--- config.mk ---
export PLATFORM = sky130hd
export DESIGN_NAME = mft_core
export DESIGN_NICKNAME = d
export VERILOG_FILES = /design/src/mft_pkg.sv /design/src/mft_down_counter.sv /design/src/mft_core.sv
export SDC_FILE = /design/constraint.sdc
export NUM_CORES = 1
export LEC_CHECK = 0
export BUFFER_PORTS_ARGS = -buffer_cell sky130_fd_sc_hd__buf_2
export CORE_UTILIZATION = 55
export CTS_CLUSTER_SIZE = 14
export DETAILED_ROUTE_END_ITERATION = 10
export PLACE_DENSITY = 0.8
export SLEW_MARGIN = 20
export SYNTH_ARGS = -nofsm -noshare
export SYNTH_HDL_FRONTEND = slang
export SYNTH_HIERARCHICAL = 1
export SYNTH_SLANG_ARGS = --single-unit
--- constraint.sdc ---
create_clock -name clock -period 6 [get_ports clock]
set_input_delay 1.2 -clock clock [delete_from_list [all_inputs] [get_ports clock]]
set_output_delay 1.2 -clock clock [all_outputs]
set_load 0.005 [all_outputs]
--- src/mft_pkg.sv ---
// Package: constants for the MAC frame transaction block
`default_nettype none
package mft_pkg;
  localparam longint CLK_NS = 25;
  // Local clock figures, nanoseconds unless named otherwise
  localparam longint CLOCK_RESOLUTION_PARAM_NS = 1000;
  localparam longint CLOCK_ACCURACY_PPM = 20;
  localparam longint MAX_MISSED_BEACONS = 3;
  localparam longint SUPERFRAME_LEN_NS = 65536000;
  localparam longint SYNC_ERROR_NS = 2 * CLOCK_RESOLUTION_PARAM_NS;
  localparam longint SYNC_INTERVAL_NS = (MAX_MISSED_BEACONS + 1) * SUPERFRAME_LEN_NS;
  // Drift rounds up: a short guard is the unsafe side
  localparam longint DRIFT_NS =
    (2 * CLOCK_ACCURACY_PPM * SYNC_INTERVAL_NS + 999999) / 1000000;
  localparam longint GUARD_INTERVAL_LEN_NS = SYNC_ERROR_NS + DRIFT_NS;
  localparam longint SHORT_INTERFRAME_GAP_NS = 5000;
  localparam longint ACK_FRAME_NS = 6000;
  localparam longint REASM_TIMEOUT_NS = 1000000;
  localparam logic [15:0] GUARD_CYC = 16'((GUARD_INTERVAL_LEN_NS + CLK_NS - 1) / CLK_NS);
  localparam logic [15:0] GAP_CYC = 16'((SHORT_INTERFRAME_GAP_NS + CLK_NS - 1) / CLK_NS);
  localparam logic [15:0] ACK_CYC = 16'((ACK_FRAME_NS + CLK_NS - 1) / CLK_NS);
  // Limits
  localparam logic [15:0] MAX_FRAGMENT_TOTAL = 16'h0008;
  localparam logic [15:0] MIN_FRAGMENT_BYTES = 16'h0040;
  localparam logic [4:0] MAX_AGGREGATED_UNITS = 5'h08;
  localparam logic [2:0] MAX_PROTOCOL_VERSION = 3'h0;
  localparam int NUM_STREAMS = 8;
  // Acknowledgement policy codes
  localparam logic [1:0] POL_NOACK = 2'h0;
  localparam logic [1:0] POL_IMM = 2'h1;
  localparam logic [1:0] POL_BACK = 2'h2;
  localparam logic [1:0] POL_BREQ = 2'h3;
  // Register map
  localparam logic [7:0] OFS_CTRL = 8'h00;
  localparam logic [7:0] OFS_DEVICE_ADDRESS = 8'h04;
  localparam logic [7:0] OFS_FRAG = 8'h08;
  localparam logic [7:0] OFS_STATUS = 8'h0C;
  localparam int CTRL_BA_EN_BIT = 0;
  localparam int CTRL_FCOUNT_LSB = 8;
  localparam int CTRL_BUF_LSB = 16;
  localparam int FRAG_STREAM_LSB = 16;
  localparam int FRAG_START_BIT = 31;
  localparam logic [31:0] CTRL_RESET = 32'h0000_0000;
  localparam logic [15:0] DEVICE_ADDRESS_RESET = 16'h0000;
  localparam logic [1:0] RESP_OKAY = 2'h0;
  localparam logic [1:0] RESP_DECERR = 2'h3;
endpackage : mft_pkg
`default_nettype wire

--- src/mft_down_counter.sv ---
// Loadable down counter that stops at zero
`default_nettype none
module mft_down_counter #(
  parameter int W = 16
) (
  input wire logic clock,
  input wire logic reset,
  input wire logic load,
  input wire logic [W-1:0] value,
  output logic [W-1:0] count,
  output logic zero
);
  always_ff @(posedge clock) begin
    if (reset) begin
      count <= '0;
    end else if (load) begin
      count <= value;
    end else if (count != '0) begin
      count <= count - 1'b1;
    end
  end
  assign zero = (count == '0);
endmodule : mft_down_counter
`default_nettype wire

--- src/mft_core.sv ---
// Frame timing, fragmentation, aggregation and acknowledgement logic
// Behaviour
// [RQ1] Guard interval is synchronisation error (twice clock resolution) plus drift.
// [RQ2] Drift is 2 x accuracy ppm x 1E-6 x (missed beacons+1) x superframe.
// [RQ3] Transmission may start at the very cycle a reservation block opens.
// [RQ4] No-ack/block-ack frames need frame plus gap plus guard left in block.
// [RQ5] Immediate ack or block request also reserve gap, ack, gap.
// [RQ6] Receiver listens one guard interval before each block, period or slot.
// [RQ7] At most max fragments, none under minimum, no refragmenting once sent.
// [RQ8] Fragment numbers start at zero, step by one; one sequence per unit.
// [RQ9] Deliver only complete in-order units; drop gaps at once or on timeout.
// [RQ10] Dropping one fragment drops the whole unit.
// [RQ11] Units of one stream are delivered in order despite retransmissions.
// [RQ12] Aggregate one delivery identifier, up to the limit, as one entity.
// [RQ13] Aggregated units are delivered in payload order.
// [RQ14] Zero to three pad bytes put each aggregated unit on 4-octet boundary.
// [RQ15] Acknowledge own unicast ack-policy frames regardless of security checks.
// [RQ16] Frames of a newer protocol version are dropped unacknowledged.
// [RQ17] No-ack frames are never acknowledged; group frames use no-ack.
// [RQ18] Immediate ack starts exactly one short gap after the frame ends.
// [RQ19] Block ack starts with a request; sequence counter per stream.
// [RQ20] Declining a new block ack answers with an empty-payload block ack.
// [RQ21] Accepting answers with size limits and marks the request received.
// [RQ22] A bad-check request may be accepted with limits but left unmarked.
// [RQ23] Guard, limits and gap are fixed constants loaded at reset.
//
// Decided for this implementation: the placing of the registers and the AXI4-Lite register port.
`default_nettype none
module mft_core #(
  parameter int REASM_TIMEOUT_CYC = int'(mft_pkg::REASM_TIMEOUT_NS / mft_pkg::CLK_NS)
) (
  input wire logic clock,
  input wire logic reset,
  input wire logic s_axi_awvalid,
  output logic s_axi_awready,
  input wire logic [31:0] s_axi_awaddr,
  input wire logic s_axi_wvalid,
  output logic s_axi_wready,
  input wire logic [31:0] s_axi_wdata,
  input wire logic [3:0] s_axi_wstrb,
  output logic s_axi_bvalid,
  input wire logic s_axi_bready,
  output logic [1:0] s_axi_bresp,
  input wire logic s_axi_arvalid,
  output logic s_axi_arready,
  input wire logic [31:0] s_axi_araddr,
  output logic s_axi_rvalid,
  input wire logic s_axi_rready,
  output logic [31:0] s_axi_rdata,
  output logic [1:0] s_axi_rresp,
  input wire logic block_start,
  input wire logic [19:0] block_len,
  input wire logic tx_req,
  input wire logic [15:0] tx_frame_cyc,
  input wire logic [1:0] tx_policy,
  output logic tx_grant,
  output logic tx_deny,
  input wire logic [19:0] next_start_cyc,
  output logic rx_listen,
  output logic frag_valid,
  output logic [11:0] frag_seq,
  output logic [3:0] frag_num,
  output logic [15:0] frag_bytes,
  output logic frag_last,
  input wire logic frag_done,
  input wire logic frag_discard,
  input wire logic agg_valid,
  input wire logic agg_first,
  input wire logic [3:0] agg_delivery_identifier,
  input wire logic [15:0] agg_len,
  output logic agg_accept,
  output logic agg_reject,
  output logic [15:0] agg_offset,
  output logic [1:0] agg_pad,
  input wire logic rx_end,
  input wire logic rx_unicast,
  input wire logic [15:0] rx_destination_address_field,
  input wire logic [2:0] rx_version,
  input wire logic [1:0] rx_policy,
  input wire logic rx_fcs_ok,
  input wire logic rx_ba_active,
  output logic ack_start,
  output logic ack_is_block,
  output logic ack_has_payload,
  output logic ack_marks_frame,
  output logic [7:0] ack_frame_count,
  output logic [15:0] ack_buffer_bytes,
  input wire logic rxf_valid,
  input wire logic [11:0] rxf_seq,
  input wire logic [3:0] rxf_num,
  input wire logic rxf_last,
  input wire logic rxf_noack,
  output logic unit_done,
  output logic [11:0] unit_seq,
  output logic unit_drop
);
  logic [15:0] guard_interval_len_reg;
  logic [31:0] ctrl_reg;
  logic [15:0] device_address_reg;
  logic [7:0] drop_cnt_reg;
  logic aw_held_reg;
  logic w_held_reg;
  logic [7:0] wa_reg;
  logic [31:0] wd_reg;
  logic [3:0] ws_reg;
  logic [7:0] wa;
  logic [31:0] wd;
  logic [3:0] ws;
  logic wr_go;
  logic wr_hit;
  logic [31:0] rd_word;
  logic rd_hit;

  function automatic logic [31:0] merge(input logic [31:0] old, input logic [31:0] nw,
                                        input logic [3:0] st);
    logic [31:0] r;
    r = old;
    for (int i = 0; i < 4; i++) begin
      if (st[i]) r[8*i +: 8] = nw[8*i +: 8];
    end
    return r;
  endfunction : merge

  // Guard and limits are fixed so every check sees one figure
  always_ff @(posedge clock) begin
    if (reset) guard_interval_len_reg <= mft_pkg::GUARD_CYC; // [RQ1] [RQ2] [RQ23]
  end

  // Write address and data may arrive in either order
  assign s_axi_awready = !aw_held_reg && !s_axi_bvalid;
  assign s_axi_wready = !w_held_reg && !s_axi_bvalid;
  assign wa = aw_held_reg ? wa_reg : s_axi_awaddr[7:0];
  assign wd = w_held_reg ? wd_reg : s_axi_wdata;
  assign ws = w_held_reg ? ws_reg : s_axi_wstrb;
  assign wr_go = (aw_held_reg || (s_axi_awvalid && s_axi_awready))
              && (w_held_reg || (s_axi_wvalid && s_axi_wready));
  assign wr_hit = (wa == mft_pkg::OFS_CTRL) || (wa == mft_pkg::OFS_DEVICE_ADDRESS)
               || (wa == mft_pkg::OFS_FRAG) || (wa == mft_pkg::OFS_STATUS);

  always_ff @(posedge clock) begin
    if (reset) begin
      aw_held_reg <= 1'b0;
      w_held_reg <= 1'b0;
      wa_reg <= 8'h00;
      wd_reg <= 32'h0000_0000;
      ws_reg <= 4'h0;
      s_axi_bvalid <= 1'b0;
      s_axi_bresp <= mft_pkg::RESP_OKAY;
    end else if (wr_go) begin
      aw_held_reg <= 1'b0;
      w_held_reg <= 1'b0;
      s_axi_bvalid <= 1'b1;
      s_axi_bresp <= wr_hit ? mft_pkg::RESP_OKAY : mft_pkg::RESP_DECERR;
    end else begin
      if (s_axi_awvalid && s_axi_awready) begin
        aw_held_reg <= 1'b1;
        wa_reg <= s_axi_awaddr[7:0];
      end
      if (s_axi_wvalid && s_axi_wready) begin
        w_held_reg <= 1'b1;
        wd_reg <= s_axi_wdata;
        ws_reg <= s_axi_wstrb;
      end
      if (s_axi_bvalid && s_axi_bready) s_axi_bvalid <= 1'b0;
    end
  end

  always_ff @(posedge clock) begin
    if (reset) begin
      ctrl_reg <= mft_pkg::CTRL_RESET;
      device_address_reg <= mft_pkg::DEVICE_ADDRESS_RESET;
    end else if (wr_go) begin
      if (wa == mft_pkg::OFS_CTRL) ctrl_reg <= merge(ctrl_reg, wd, ws);
      if (wa == mft_pkg::OFS_DEVICE_ADDRESS) begin
        device_address_reg <= 16'(merge({16'h0000, device_address_reg}, wd, ws));
      end
    end
  end

  // Block budget check
  logic [19:0] blk_count;
  logic [19:0] blk_left;
  logic [21:0] need;

  mft_down_counter #(.W(20)) u_block (
    .clock(clock),
    .reset(reset),
    .load(block_start),
    .value(block_len),
    .count(blk_count),
    .zero()
  );

  assign blk_left = block_start ? block_len : blk_count; // [RQ3]
  // An aggregate is budgeted as one frame
  always_comb begin
    need = 22'(tx_frame_cyc) + 22'(mft_pkg::GAP_CYC) + 22'(guard_interval_len_reg); // [RQ4]
    if (tx_policy == mft_pkg::POL_IMM || tx_policy == mft_pkg::POL_BREQ) begin
      need = need + 22'(mft_pkg::ACK_CYC) + 22'(mft_pkg::GAP_CYC); // [RQ5]
    end
  end

  always_ff @(posedge clock) begin
    if (reset) begin
      tx_grant <= 1'b0;
      tx_deny <= 1'b0;
    end else begin
      tx_grant <= tx_req && (need <= 22'(blk_left)); // [RQ4] [RQ12]
      tx_deny <= tx_req && (need > 22'(blk_left));
    end
  end

  always_ff @(posedge clock) begin
    if (reset) rx_listen <= 1'b0;
    else rx_listen <= next_start_cyc <= 20'(guard_interval_len_reg); // [RQ6]
  end

  // Fragmentation of one unit at a time
  logic frag_busy_reg;
  logic [15:0] frag_rem_reg;
  logic [15:0] frag_size_reg;
  logic [11:0] seq_mem [mft_pkg::NUM_STREAMS];
  logic [15:0] unit_len;
  logic [2:0] stream;
  logic [15:0] even_size;
  logic [15:0] first_size;
  logic [15:0] rem_after;
  logic frag_start;

  function automatic logic [15:0] next_bytes(input logic [15:0] rem, input logic [15:0] size);
    // A tail shorter than the minimum rides with the fragment before it
    return (17'(rem) < 17'(size) + 17'(mft_pkg::MIN_FRAGMENT_BYTES)) ? rem : size;
  endfunction : next_bytes

  assign unit_len = wd[15:0];
  assign stream = wd[mft_pkg::FRAG_STREAM_LSB +: 3];
  assign even_size = 16'((17'(unit_len) + 17'(mft_pkg::MAX_FRAGMENT_TOTAL) - 17'h0_0001)
                         / 17'(mft_pkg::MAX_FRAGMENT_TOTAL));
  assign first_size = (even_size < mft_pkg::MIN_FRAGMENT_BYTES) ?
                      mft_pkg::MIN_FRAGMENT_BYTES : even_size; // [RQ7]
  assign rem_after = frag_rem_reg - frag_bytes;
  // A plan in progress is never replaced
  assign frag_start = wr_go && (wa == mft_pkg::OFS_FRAG) && (ws == 4'hF)
                   && wd[mft_pkg::FRAG_START_BIT] && !frag_busy_reg && (unit_len != 16'h0000);
  assign frag_valid = frag_busy_reg;

  always_ff @(posedge clock) begin
    if (reset) begin
      frag_busy_reg <= 1'b0;
      frag_rem_reg <= 16'h0000;
      frag_size_reg <= 16'h0000;
      frag_seq <= 12'h000;
      frag_num <= 4'h0;
      frag_bytes <= 16'h0000;
      frag_last <= 1'b0;
    end else if (frag_start) begin
      frag_busy_reg <= 1'b1;
      frag_rem_reg <= unit_len;
      frag_size_reg <= first_size;
      frag_seq <= seq_mem[stream]; // [RQ8]
      frag_num <= 4'h0; // [RQ8]
      frag_bytes <= next_bytes(unit_len, first_size); // [RQ7]
      frag_last <= next_bytes(unit_len, first_size) == unit_len;
    end else if (frag_busy_reg && frag_discard) begin
      frag_busy_reg <= 1'b0; // [RQ10]
    end else if (frag_busy_reg && frag_done) begin
      if (frag_last) begin
        frag_busy_reg <= 1'b0;
      end else begin
        // Fields stay put until done, so resends repeat them exactly
        frag_rem_reg <= rem_after;
        frag_num <= frag_num + 4'h1; // [RQ8]
        frag_bytes <= next_bytes(rem_after, frag_size_reg);
        frag_last <= next_bytes(rem_after, frag_size_reg) == rem_after;
      end
    end
  end

  always_ff @(posedge clock) begin
    if (reset) begin
      for (int i = 0; i < mft_pkg::NUM_STREAMS; i++) seq_mem[i] <= 12'h000;
    end else if (frag_start) begin
      seq_mem[stream] <= seq_mem[stream] + 12'h001; // [RQ19]
    end
  end

  // Aggregate layout; the receive side walks units in the same order
  logic [15:0] agg_end_reg;
  logic [3:0] agg_id_reg;
  logic [4:0] agg_cnt_reg;
  logic [15:0] agg_base;
  logic [1:0] pad;
  logic agg_ok;

  assign agg_base = agg_first ? 16'h0000 : agg_end_reg;
  assign pad = 2'h0 - agg_base[1:0]; // [RQ14]
  assign agg_ok = agg_first || ((agg_delivery_identifier == agg_id_reg)
               && (agg_cnt_reg < mft_pkg::MAX_AGGREGATED_UNITS)); // [RQ12]

  always_ff @(posedge clock) begin
    if (reset) begin
      agg_end_reg <= 16'h0000;
      agg_id_reg <= 4'h0;
      agg_cnt_reg <= 5'h00;
      agg_accept <= 1'b0;
      agg_reject <= 1'b0;
      agg_offset <= 16'h0000;
      agg_pad <= 2'h0;
    end else begin
      agg_accept <= agg_valid && agg_ok;
      agg_reject <= agg_valid && !agg_ok;
      if (agg_valid && agg_ok) begin
        agg_offset <= agg_base + 16'(pad); // [RQ13] [RQ14]
        agg_pad <= pad;
        agg_end_reg <= agg_base + 16'(pad) + agg_len;
        agg_id_reg <= agg_delivery_identifier;
        agg_cnt_reg <= agg_first ? 5'h01 : agg_cnt_reg + 5'h01;
      end
    end
  end

  // Acknowledgement decision; security outcome is deliberately not an input
  logic addressed;
  logic ba_new;
  logic ack_ok;
  logic has_pl;
  logic marks;
  logic ack_pend_reg;
  logic [15:0] gap_count;

  assign addressed = rx_unicast && (rx_destination_address_field == device_address_reg)
                  && (rx_version <= mft_pkg::MAX_PROTOCOL_VERSION); // [RQ15] [RQ16]
  assign ba_new = !rx_ba_active;

  always_comb begin
    ack_ok = 1'b0;
    has_pl = 1'b0;
    marks = 1'b1;
    if (addressed) begin
      case (rx_policy)
        mft_pkg::POL_IMM: ack_ok = rx_fcs_ok; // [RQ18]
        mft_pkg::POL_BREQ: begin
          if (ba_new && !ctrl_reg[mft_pkg::CTRL_BA_EN_BIT]) begin
            ack_ok = rx_fcs_ok; // [RQ20]
          end else begin
            ack_ok = 1'b1;
            has_pl = 1'b1; // [RQ21]
            marks = rx_fcs_ok; // [RQ22]
          end
        end
        default: ack_ok = 1'b0; // [RQ17]
      endcase
    end
  end

  mft_down_counter #(.W(16)) u_gap (
    .clock(clock),
    .reset(reset),
    .load(rx_end),
    .value(mft_pkg::GAP_CYC),
    .count(gap_count),
    .zero()
  );

  assign ack_start = ack_pend_reg && (gap_count == 16'h0001); // [RQ18]

  always_ff @(posedge clock) begin
    if (reset) begin
      ack_pend_reg <= 1'b0;
      ack_is_block <= 1'b0;
      ack_has_payload <= 1'b0;
      ack_marks_frame <= 1'b0;
      ack_frame_count <= 8'h00;
      ack_buffer_bytes <= 16'h0000;
    end else if (rx_end) begin
      ack_pend_reg <= ack_ok; // [RQ15] [RQ16] [RQ17]
      ack_is_block <= rx_policy == mft_pkg::POL_BREQ;
      ack_has_payload <= has_pl;
      ack_marks_frame <= marks;
      ack_frame_count <= ctrl_reg[mft_pkg::CTRL_FCOUNT_LSB +: 8]; // [RQ21]
      ack_buffer_bytes <= ctrl_reg[mft_pkg::CTRL_BUF_LSB +: 16];
    end else if (ack_start) begin
      ack_pend_reg <= 1'b0;
    end
  end

  // Reassembly of one unit; later units wait, except a no-ack one, which drops the unit in progress, so delivery stays in order
  logic asm_busy_reg;
  logic [11:0] asm_seq_reg;
  logic [3:0] asm_next_reg;
  logic [23:0] tmo_count;
  logic in_order;
  logic asm_take;
  logic asm_head;
  logic tmo;

  assign in_order = asm_busy_reg && (rxf_seq == asm_seq_reg) && (rxf_num == asm_next_reg);
  assign asm_take = rxf_valid && (in_order || !asm_busy_reg || rxf_noack); // [RQ11]
  assign asm_head = asm_take && !in_order && (rxf_num == 4'h0);
  assign tmo = asm_busy_reg && (tmo_count == 24'h00_0001);

  mft_down_counter #(.W(24)) u_reasm (
    .clock(clock),
    .reset(reset),
    .load(asm_take),
    .value(24'(REASM_TIMEOUT_CYC)),
    .count(tmo_count),
    .zero()
  );

  always_ff @(posedge clock) begin
    if (reset) begin
      asm_busy_reg <= 1'b0;
      asm_seq_reg <= 12'h000;
      asm_next_reg <= 4'h0;
      unit_done <= 1'b0;
      unit_drop <= 1'b0;
      unit_seq <= 12'h000;
    end else begin
      unit_done <= asm_take && rxf_last && (in_order || asm_head); // [RQ9]
      unit_drop <= (asm_take && asm_busy_reg && !in_order) || (tmo && !asm_take); // [RQ9]
      if (asm_take && rxf_last && (in_order || asm_head)) unit_seq <= rxf_seq;
      if (asm_take) begin
        asm_busy_reg <= (in_order || asm_head) && !rxf_last;
        asm_seq_reg <= rxf_seq;
        asm_next_reg <= rxf_num + 4'h1;
      end else if (tmo) begin
        asm_busy_reg <= 1'b0;
      end
    end
  end

  always_ff @(posedge clock) begin
    if (reset) drop_cnt_reg <= 8'h00;
    else if (unit_drop) drop_cnt_reg <= drop_cnt_reg + 8'h01;
  end

  // Read side
  assign s_axi_arready = !s_axi_rvalid;
  always_comb begin
    rd_hit = 1'b1;
    case (s_axi_araddr[7:0])
      mft_pkg::OFS_CTRL: rd_word = ctrl_reg;
      mft_pkg::OFS_DEVICE_ADDRESS: rd_word = {16'h0000, device_address_reg};
      mft_pkg::OFS_FRAG: rd_word = {frag_busy_reg, 3'h0, frag_seq, frag_rem_reg};
      mft_pkg::OFS_STATUS: rd_word = {drop_cnt_reg, 7'h00, asm_busy_reg, guard_interval_len_reg};
      default: begin
        rd_word = 32'h0000_0000;
        rd_hit = 1'b0;
      end
    endcase
  end

  always_ff @(posedge clock) begin
    if (reset) begin
      s_axi_rvalid <= 1'b0;
      s_axi_rdata <= 32'h0000_0000;
      s_axi_rresp <= mft_pkg::RESP_OKAY;
    end else if (s_axi_arvalid && s_axi_arready) begin
      s_axi_rvalid <= 1'b1;
      s_axi_rdata <= rd_word;
      s_axi_rresp <= rd_hit ? mft_pkg::RESP_OKAY : mft_pkg::RESP_DECERR;
    end else if (s_axi_rvalid && s_axi_rready) begin
      s_axi_rvalid <= 1'b0;
    end
  end

  localparam int GAP_D = int'(mft_pkg::GAP_CYC);
endmodule : mft_core
`default_nettype wire

==> impl_metrics.csv, run 1 <==
group,metric,value,unit
timing,period_minus_slack,5330,ps
detailed_routing,wl,75.8,mm
critical_path,reg2reg_to,"frag_bytes[2]",
timing,slew_headroom,24.4,%
synthesis,synth_edf_count,96,
power_and_ir_drop,p_per_area,270,nW/um^2
detailed_routing,drt-vias-per-instance,5.94,
power_and_ir_drop,p_leak,12.0,nW
synthesis,synth_top_family_by_area,"simple AND/OR/NAND/NOR gates",
clock_tree,cts_resized,0,
detailed_routing,ant_nets,0,
clock_tree,cts_setup_buffers,0,
grt,grt_use_total,31.1,%
grt,grt_overflow,0,
synthesis,synthCells,2948,
critical_path,critPathMaxFanout,15,
grt,antenna_found_initial,11,
detailed_routing,route.vias.total,23100,
die,coreArea,45600,um^2
synthesis,synth_compound_area_share,15.2,%
status,outcome,"finished, final reports clean",
grt,grt_pass1_vias,22000,
placement,port_buffers,324,
synthesis,synth_ff_type,"dfxtp_1",
flow_run,maxCapViolations,0,
timing,fmax,188,MHz
power_and_ir_drop,ir_drop,227,uV
placement,place_congestion,0.962,
die,design.die.area,47300,um^2
clock_tree,holdBufCountCts,0,
timing,finalSetupTns,0,ps
critical_path,timing.rr.start,"frag_rem_reg[0]",
synthesis,synth.cell_area,25500,um^2
die,die_h,218,um
clock_tree,numCtsBuffers,49,
critical_path,worstSetupPathType,"flip-flop to flip-flop",
clock_tree,clock-sinks,464,
timing,final-max-slew-violation-count,0,
grt,grt_pass1_wl,118,mm
clock_tree,h-tree-depth,2,
timing,rsz0062_at_grt,"false",
synthesis,synth.cells.most_frequent,"425 x nor2_1, 368 x dfxtp_1, 339 x nand2_1",
cells_and_area,drive_gt1_share,16.6,%
critical_path,cp.required,6460,ps
detailed_routing,drc_errors,0,
cells_and_area,top_register,"seq_mem",
hold_path,holdPathStages,2,
critical_path,startpoint_type,"flip-flop",
critical_path,endpoint_kind,"flip-flop",
timing,fin_worst_skew,40.6,ps
synthesis,synth_cell_types,98,
cells_and_area,num-nets-final,3565,
cells_and_area,fillers,3741,
detailed_routing,drt-initial-drc-count,2184,
synthesis,synthAdderAreaFrac,4.66,%
clock_tree,clock_latency,620,ps
cells_and_area,area_growth,15.5,%
critical_path,reg2reg_slack,670,ps
synthesis,synthSimpleGateAreaFrac,21.0,%
hold_path,hp-class,"flip-flop to flip-flop",
die,io_pins,375,
synthesis,synth-async-reset-ratio,0,%
grt,grt_max_degree,183,
die,die_w,218,um
critical_path,worstSetupEndpoint,"frag_bytes[2]",
timing,setup_violations,0,
clock_tree,clk_path_buf_depth,3,
hold_path,worstHoldStart,"agg_offset[7]",
synthesis,muxShareOfSynthArea,7.65,%
synthesis,yosys-top-cells-area,"dfxtp_1 29%, edfxtp_1 11%, mux2i_1 6.3%",
die,rows,78,
synthesis,yosysWarnings,6,
detailed_routing,wire_per_inst,19.5,um
synthesis,seq_area_frac_synth,40.1,%
timing,fin_crit_sh,88.9,%
cells_and_area,final_area,29500,um^2
synthesis,avgSynthCellArea,8.67,um^2
critical_path,worst-endpoint-arrival,5790,ps
placement,placed_area,27700,um^2
synthesis,synth.most_common_cell,"nor2_1",
detailed_routing,dr.pass1.iters,6,
synthesis,synth-seq-cells,464,
synthesis,synth_area_leader_cell,"dfxtp_1",
die,initial_utilization,56.1,%
timing,worst_pin_slew,1130,ps
clock_tree,cts_tree,"done",
timing,timing_hold_violations_final,0,
critical_path,crit_start,"frag_rem_reg[0]",
clock_tree,root_buffer,"clkbuf_16",
placement,hpwl,54.4,mm
critical_path,reg2regPathDepth,18,
clock_tree,cts.clk_slew.worst_paths,60,ps
synthesis,yosysTopAreaCellShare,28.8,%
cells_and_area,largest_reg_flops,96,
synthesis,synth-xor-area-share,7.24,%
worst min-delay path by stage:
| stage | end | slack (ps) |
|---|---|---|
| finish | agg_offset[7] | 460 |
| global route | wd_reg[23] | 480 |
| global placement | wd_reg[27] | 440 |
| floorplan | wd_reg[10] | 440 |
| CTS | wd_reg[30] | 460 |
| detailed placement | agg_end_reg[1] | 450 |
cell type report:
cell class	count	area, um^2	area share, %
clock inverters	33	442	1.50
repair buffers	366	1960	6.64
clock buffers	59	1310	4.42
inverters	76	285	0.967
multi-input cells	2279	14500	49.1
diodes	14	35.0	0.119
flip-flops and latches	464	10300	34.7
well taps	600	751	2.54
logic make-up (layout without fill, tap and decap cells):
logic type                 after synthesis  count (layout)
and+or+nand+nor                       1148            1148
AOI/OAI and AO/OA                      598             598
DFF                                    464             464
buffers and inverters                  252             534
xor gates and xnor gates               200             200
muxes                                  190             190
adders and majority gates               94              94
other                                    2              63
metal layers:
metal	global-route usage, %	share of wire (%)	vias up
met5	0	0.013	-
met2	51.4	48	930
li1	-	-	11000
met4	14.0	3.9	2
met3	4.00	7.2	177
met1	40.5	41	11000
cell usage in the layout (no fill, tap or decap), types with 41 or more instances in the layout:
cell type,netlist,final
nor2_1,425,422
dfxtp_1,368,367
nand2_1,339,339
buf_2,16,323
a21oi_1,195,195
mux2i_1,160,158
xnor2_1,128,128
edfxtp_1,96,96
a211oi_1,92,92
ha_1,92,92
nor3_1,79,78
inv_1,74,74
o21ai_0,73,72
xor2_1,65,65
nand3_1,55,55
clkbuf_16,0,50
conb_1,2,49
buf_4,6,41
per-stage QoR:
stage / utilization (%) / setup slack, ps / power [mW] / hold WS [ps] / std cells
6_report: 64.7 / 667 / 7.96 / 457 / 3891
5_1_grt: 64.7 / 305 / 8.24 / 476 / 3888
4_1_cts: 64.6 / 756 / 7.96 / 459 / 3877
3_5_place_dp: 60.8 / 434 / 4.71 / 450 / 3785
3_3_place_gp: 60.8 / 551 / 4.66 / 441 / 3785
2_1_floorplan: - / 1350 / 4.34 / 436 / 2995
worst max-delay path: stages (launching register included):
cell       delay (ps)
dfxtp_1           330
inv_1              60
ha_1              150
inv_1              60
fa_1              420
a211oi_1          460
nor2_1            140
o21a_1            280
a31o_2            260
or2_2             280
xnor2_1           350
inv_1              90
ha_1              320
and4_1            190
o2111ai_1         140
o21ai_1           890
nor3_1            170
a2111oi_0         480
nor3_1             90
where the power goes:
part,switching [mW],internal [mW]
sequential,0.111,3.29
clock,1.32,1.95
combinational,0.783,0.496
Power figures use the tool's default switching activity.
==> inputs of run 2 (changes only) <==
--- a/config.mk
+++ b/config.mk
@@ -9,9 +9,9 @@
 export CORE_UTILIZATION = 55
 export CTS_CLUSTER_SIZE = 14
 export DETAILED_ROUTE_END_ITERATION = 10
-export PLACE_DENSITY = 0.8
+export HOLD_SLACK_MARGIN = 0.08
+export PLACE_DENSITY = 0.74
 export SLEW_MARGIN = 20
 export SYNTH_ARGS = -nofsm -noshare
 export SYNTH_HDL_FRONTEND = slang
-export SYNTH_HIERARCHICAL = 1
 export SYNTH_SLANG_ARGS = --single-unit
==> impl_metrics.csv, run 2 <==
group,metric,value,unit
status,outcome,"finished, final reports clean",
detailed_routing,dr.pass1.iters,6,
detailed_routing,wire_per_inst,19.5,um
grt,grt_pass1_wl,112,mm
cells_and_area,largest_reg_flops,96,
detailed_routing,wl,72.7,mm
synthesis,synth_edf_count,96,
clock_tree,cts_setup_buffers,0,
synthesis,synth_compound_area_share,14.4,%
placement,pre_cts_slack,408,ps
synthesis,synth_cell_types,104,
clock_tree,holdBufCountCts,0,
cells_and_area,post-route-util,64.5,%
synthesis,synth-xor-area-share,7.07,%
clock_tree,clock-sinks,464,
clock_tree,clk_path_buf_depth,3,
detailed_routing,drc_errors,0,
grt,grt_max_degree,118,
detailed_routing,drt-initial-drc-count,2306,
timing,setup_violations,0,
timing,slew_headroom,30.3,%
cells_and_area,multiInputGateArea,13500,um^2
grt,grt_pass1_vias,20500,
detailed_routing,ant_nets,0,
synthesis,synthCells,2809,
timing,fmax,198,MHz
cells_and_area,num-nets-final,3408,
synthesis,yosys-top-cells-area,"dfxtp_1 30%, edfxtp_1 12%, nor2_1 7.0%",
detailed_routing,route.vias.total,22000,
grt,grt_overflow,0,
die,coreArea,44200,um^2
timing,fin_crit_sh,84.2,%
clock_tree,numCtsBuffers,49,
critical_path,worst-endpoint-arrival,5530,ps
placement,port_buffers,324,
cells_and_area,area_growth,15.7,%
die,die_w,214,um
synthesis,synth-seq-cells,464,
critical_path,startpoint_type,"flip-flop",
cells_and_area,regArea,10300,um^2
synthesis,synth.cell_area,24700,um^2
cells_and_area,top_register,"seq_mem",
cells_and_area,fillers,3688,
clock_tree,h-tree-depth,2,
die,initial_utilization,55.7,%
placement,hpwl,52.7,mm
timing,fin_ws,949,ps
die,design.die.area,45700,um^2
timing,worst_pin_slew,1040,ps
clock_tree,clock_latency,610,ps
synthesis,avgSynthCellArea,8.78,um^2
synthesis,synth.cells.most_frequent,"457 x nor2_1, 368 x dfxtp_1, 301 x nand2_1",
cells_and_area,final_cell_mix,"457 x nor2_1, 367 x dfxtp_1, 323 x buf_2, 300 x nand2_1, 205 x a21oi_1",
synthesis,synthSimpleGateAreaFrac,20.4,%
synthesis,synth-async-reset-ratio,0,%
timing,rsz0062_at_grt,"false",
timing,timing_hold_violations_final,0,
synthesis,muxShareOfSynthArea,7.75,%
clock_tree,cts_resized,0,
cells_and_area,drive_gt1_share,17.3,%
clock_tree,root_buffer,"clkbuf_16",
cells_and_area,final_common_cell,"nor2_1",
critical_path,endpoint_kind,"flip-flop",
timing,finalSetupTns,0,ps
hold_path,hp-class,"flip-flop to flip-flop",
power_and_ir_drop,finalPower,7.78,mW
synthesis,yosysTopAreaCellShare,29.9,%
critical_path,critPathMaxFanout,10,
critical_path,cp.required,6480,ps
synthesis,synth_area_leader_cell,"dfxtp_1",
critical_path,worstSetupPathType,"flip-flop to flip-flop",
synthesis,yosysWarnings,0,
synthesis,synth_top_family_by_area,"simple AND/OR/NAND/NOR gates",
die,die_h,214,um
placement,place_inst,3620,
placement,place_congestion,0.920,
timing,period_minus_slack,5050,ps
power_and_ir_drop,ir_drop,198,uV
grt,antenna_found_initial,9,
power_and_ir_drop,p_leak,11.5,nW
clock_tree,cts.clk_slew.worst_paths,60,ps
synthesis,seq_area_frac_synth,41.6,%
synthesis,synth.most_common_cell,"nor2_1",
timing,final-max-slew-violation-count,0,
cells_and_area,finalNonFillerCells,3720,
synthesis,synth_ff_type,"dfxtp_1",
die,io_pins,375,
grt,grt_use_total,31.2,%
clock_tree,cts_tree,"done",
timing,fin_worst_skew,28.3,ps
flow_run,maxCapViolations,0,
synthesis,synthAdderAreaFrac,4.83,%
die,rows,77,
detailed_routing,drt-vias-per-instance,5.90,
power_and_ir_drop,p_per_area,273,nW/um^2
## run 2: cell types whose count changed after synthesis, sizes merged, moves of 9 or more
cell / previous run / this run
a21oi: 195 / 206
a211oi: 92 / 83
mux2i: 164 / 141
xnor2: 128 / 113
xor2: 65 / 79
o31ai: 17 / 6
clkbuf: 142 / 117
o21ai: 100 / 67
nand3: 55 / 37
nor3: 81 / 69
nand2: 339 / 301
nor4: 49 / 39
nor2: 427 / 463
## run 2: power by group
| part | internal (mW) | total, mW | switching [mW] | leakage [nW] |
|---|---|---|---|---|
| Sequential | 3.28 | 3.37 | 0.0913 | 3.98 |
| Clock | 1.88 | 3.20 | 1.32 | 0.816 |
| Combinational | 0.464 | 1.21 | 0.747 | 6.72 |
| Total | 5.63 | 7.78 | 2.16 | 11.5 |
## run 2: logic make-up (layout without fill, tap and decap cells)
family / count (synthesis) / after routing
flip-flops: 464 / 464
other: 2 / 14
AND/OR/NAND/NOR: 1099 / 1099
XOR/XNOR: 193 / 193
buffers and inverters: 235 / 542
AO/OA/AOI/OAI: 545 / 545
adder cells (fa/ha/maj): 94 / 94
multiplexers: 177 / 177
## run 2: through the flow
stage	hold WS (ps)	cell area [um^2]
final	456	28500
after global routing	477	28500
after CTS	454	28500
after detailed placement	446	26800
after global placement	441	26800
after floorplan	436	24700
## run 2: final cells by class
class                      count  share of cell area (%)
antenna                       10                  0.0877
clock buffer                  68                    4.83
clock inverter                22                    1.15
inverter                      81                    1.07
multi-input combinational   2112                    47.3
sequential                   464                    36.0
tap                          592                    2.60
timing repair buffer         371                    7.00
## run 2: final timing paths
check                 from             to  slack (ps)  depth (start not counted)
max          frag_bytes[0]  frag_bytes[6]         950                         18
min             wd_reg[27]     wd_reg[27]         460                          2
max reg2reg  frag_bytes[0]  frag_bytes[6]         950                         18
min reg2reg     wd_reg[27]     wd_reg[27]         460                          2
## run 2: critical path, stage by stage (launching register included)
cell      delay (ps)
dfxtp_1          450
ha_1             210
inv_1             60
fa_1             410
a211oi_1         450
o21ai_0          300
a211oi_1         410
nor2_1           110
xnor2_1          380
ha_1             330
nand4_1          100
a21oi_1           50
o41ai_1           60
a21oi_1          130
a211o_1          340
a21oi_1          470
buf_4            240
nor2_2           110
a221o_1          320
## run 2: routing by layer
layer / track usage [%] / vias up / part of all wire (%)
met4: 13.9 / 0 / 3.8
met3: 3.93 / 153 / 7.3
li1: - / 10500 / -
met5: 0 / - / 0
met1: 41.7 / 10500 / 42
met2: 50.6 / 838 / 47
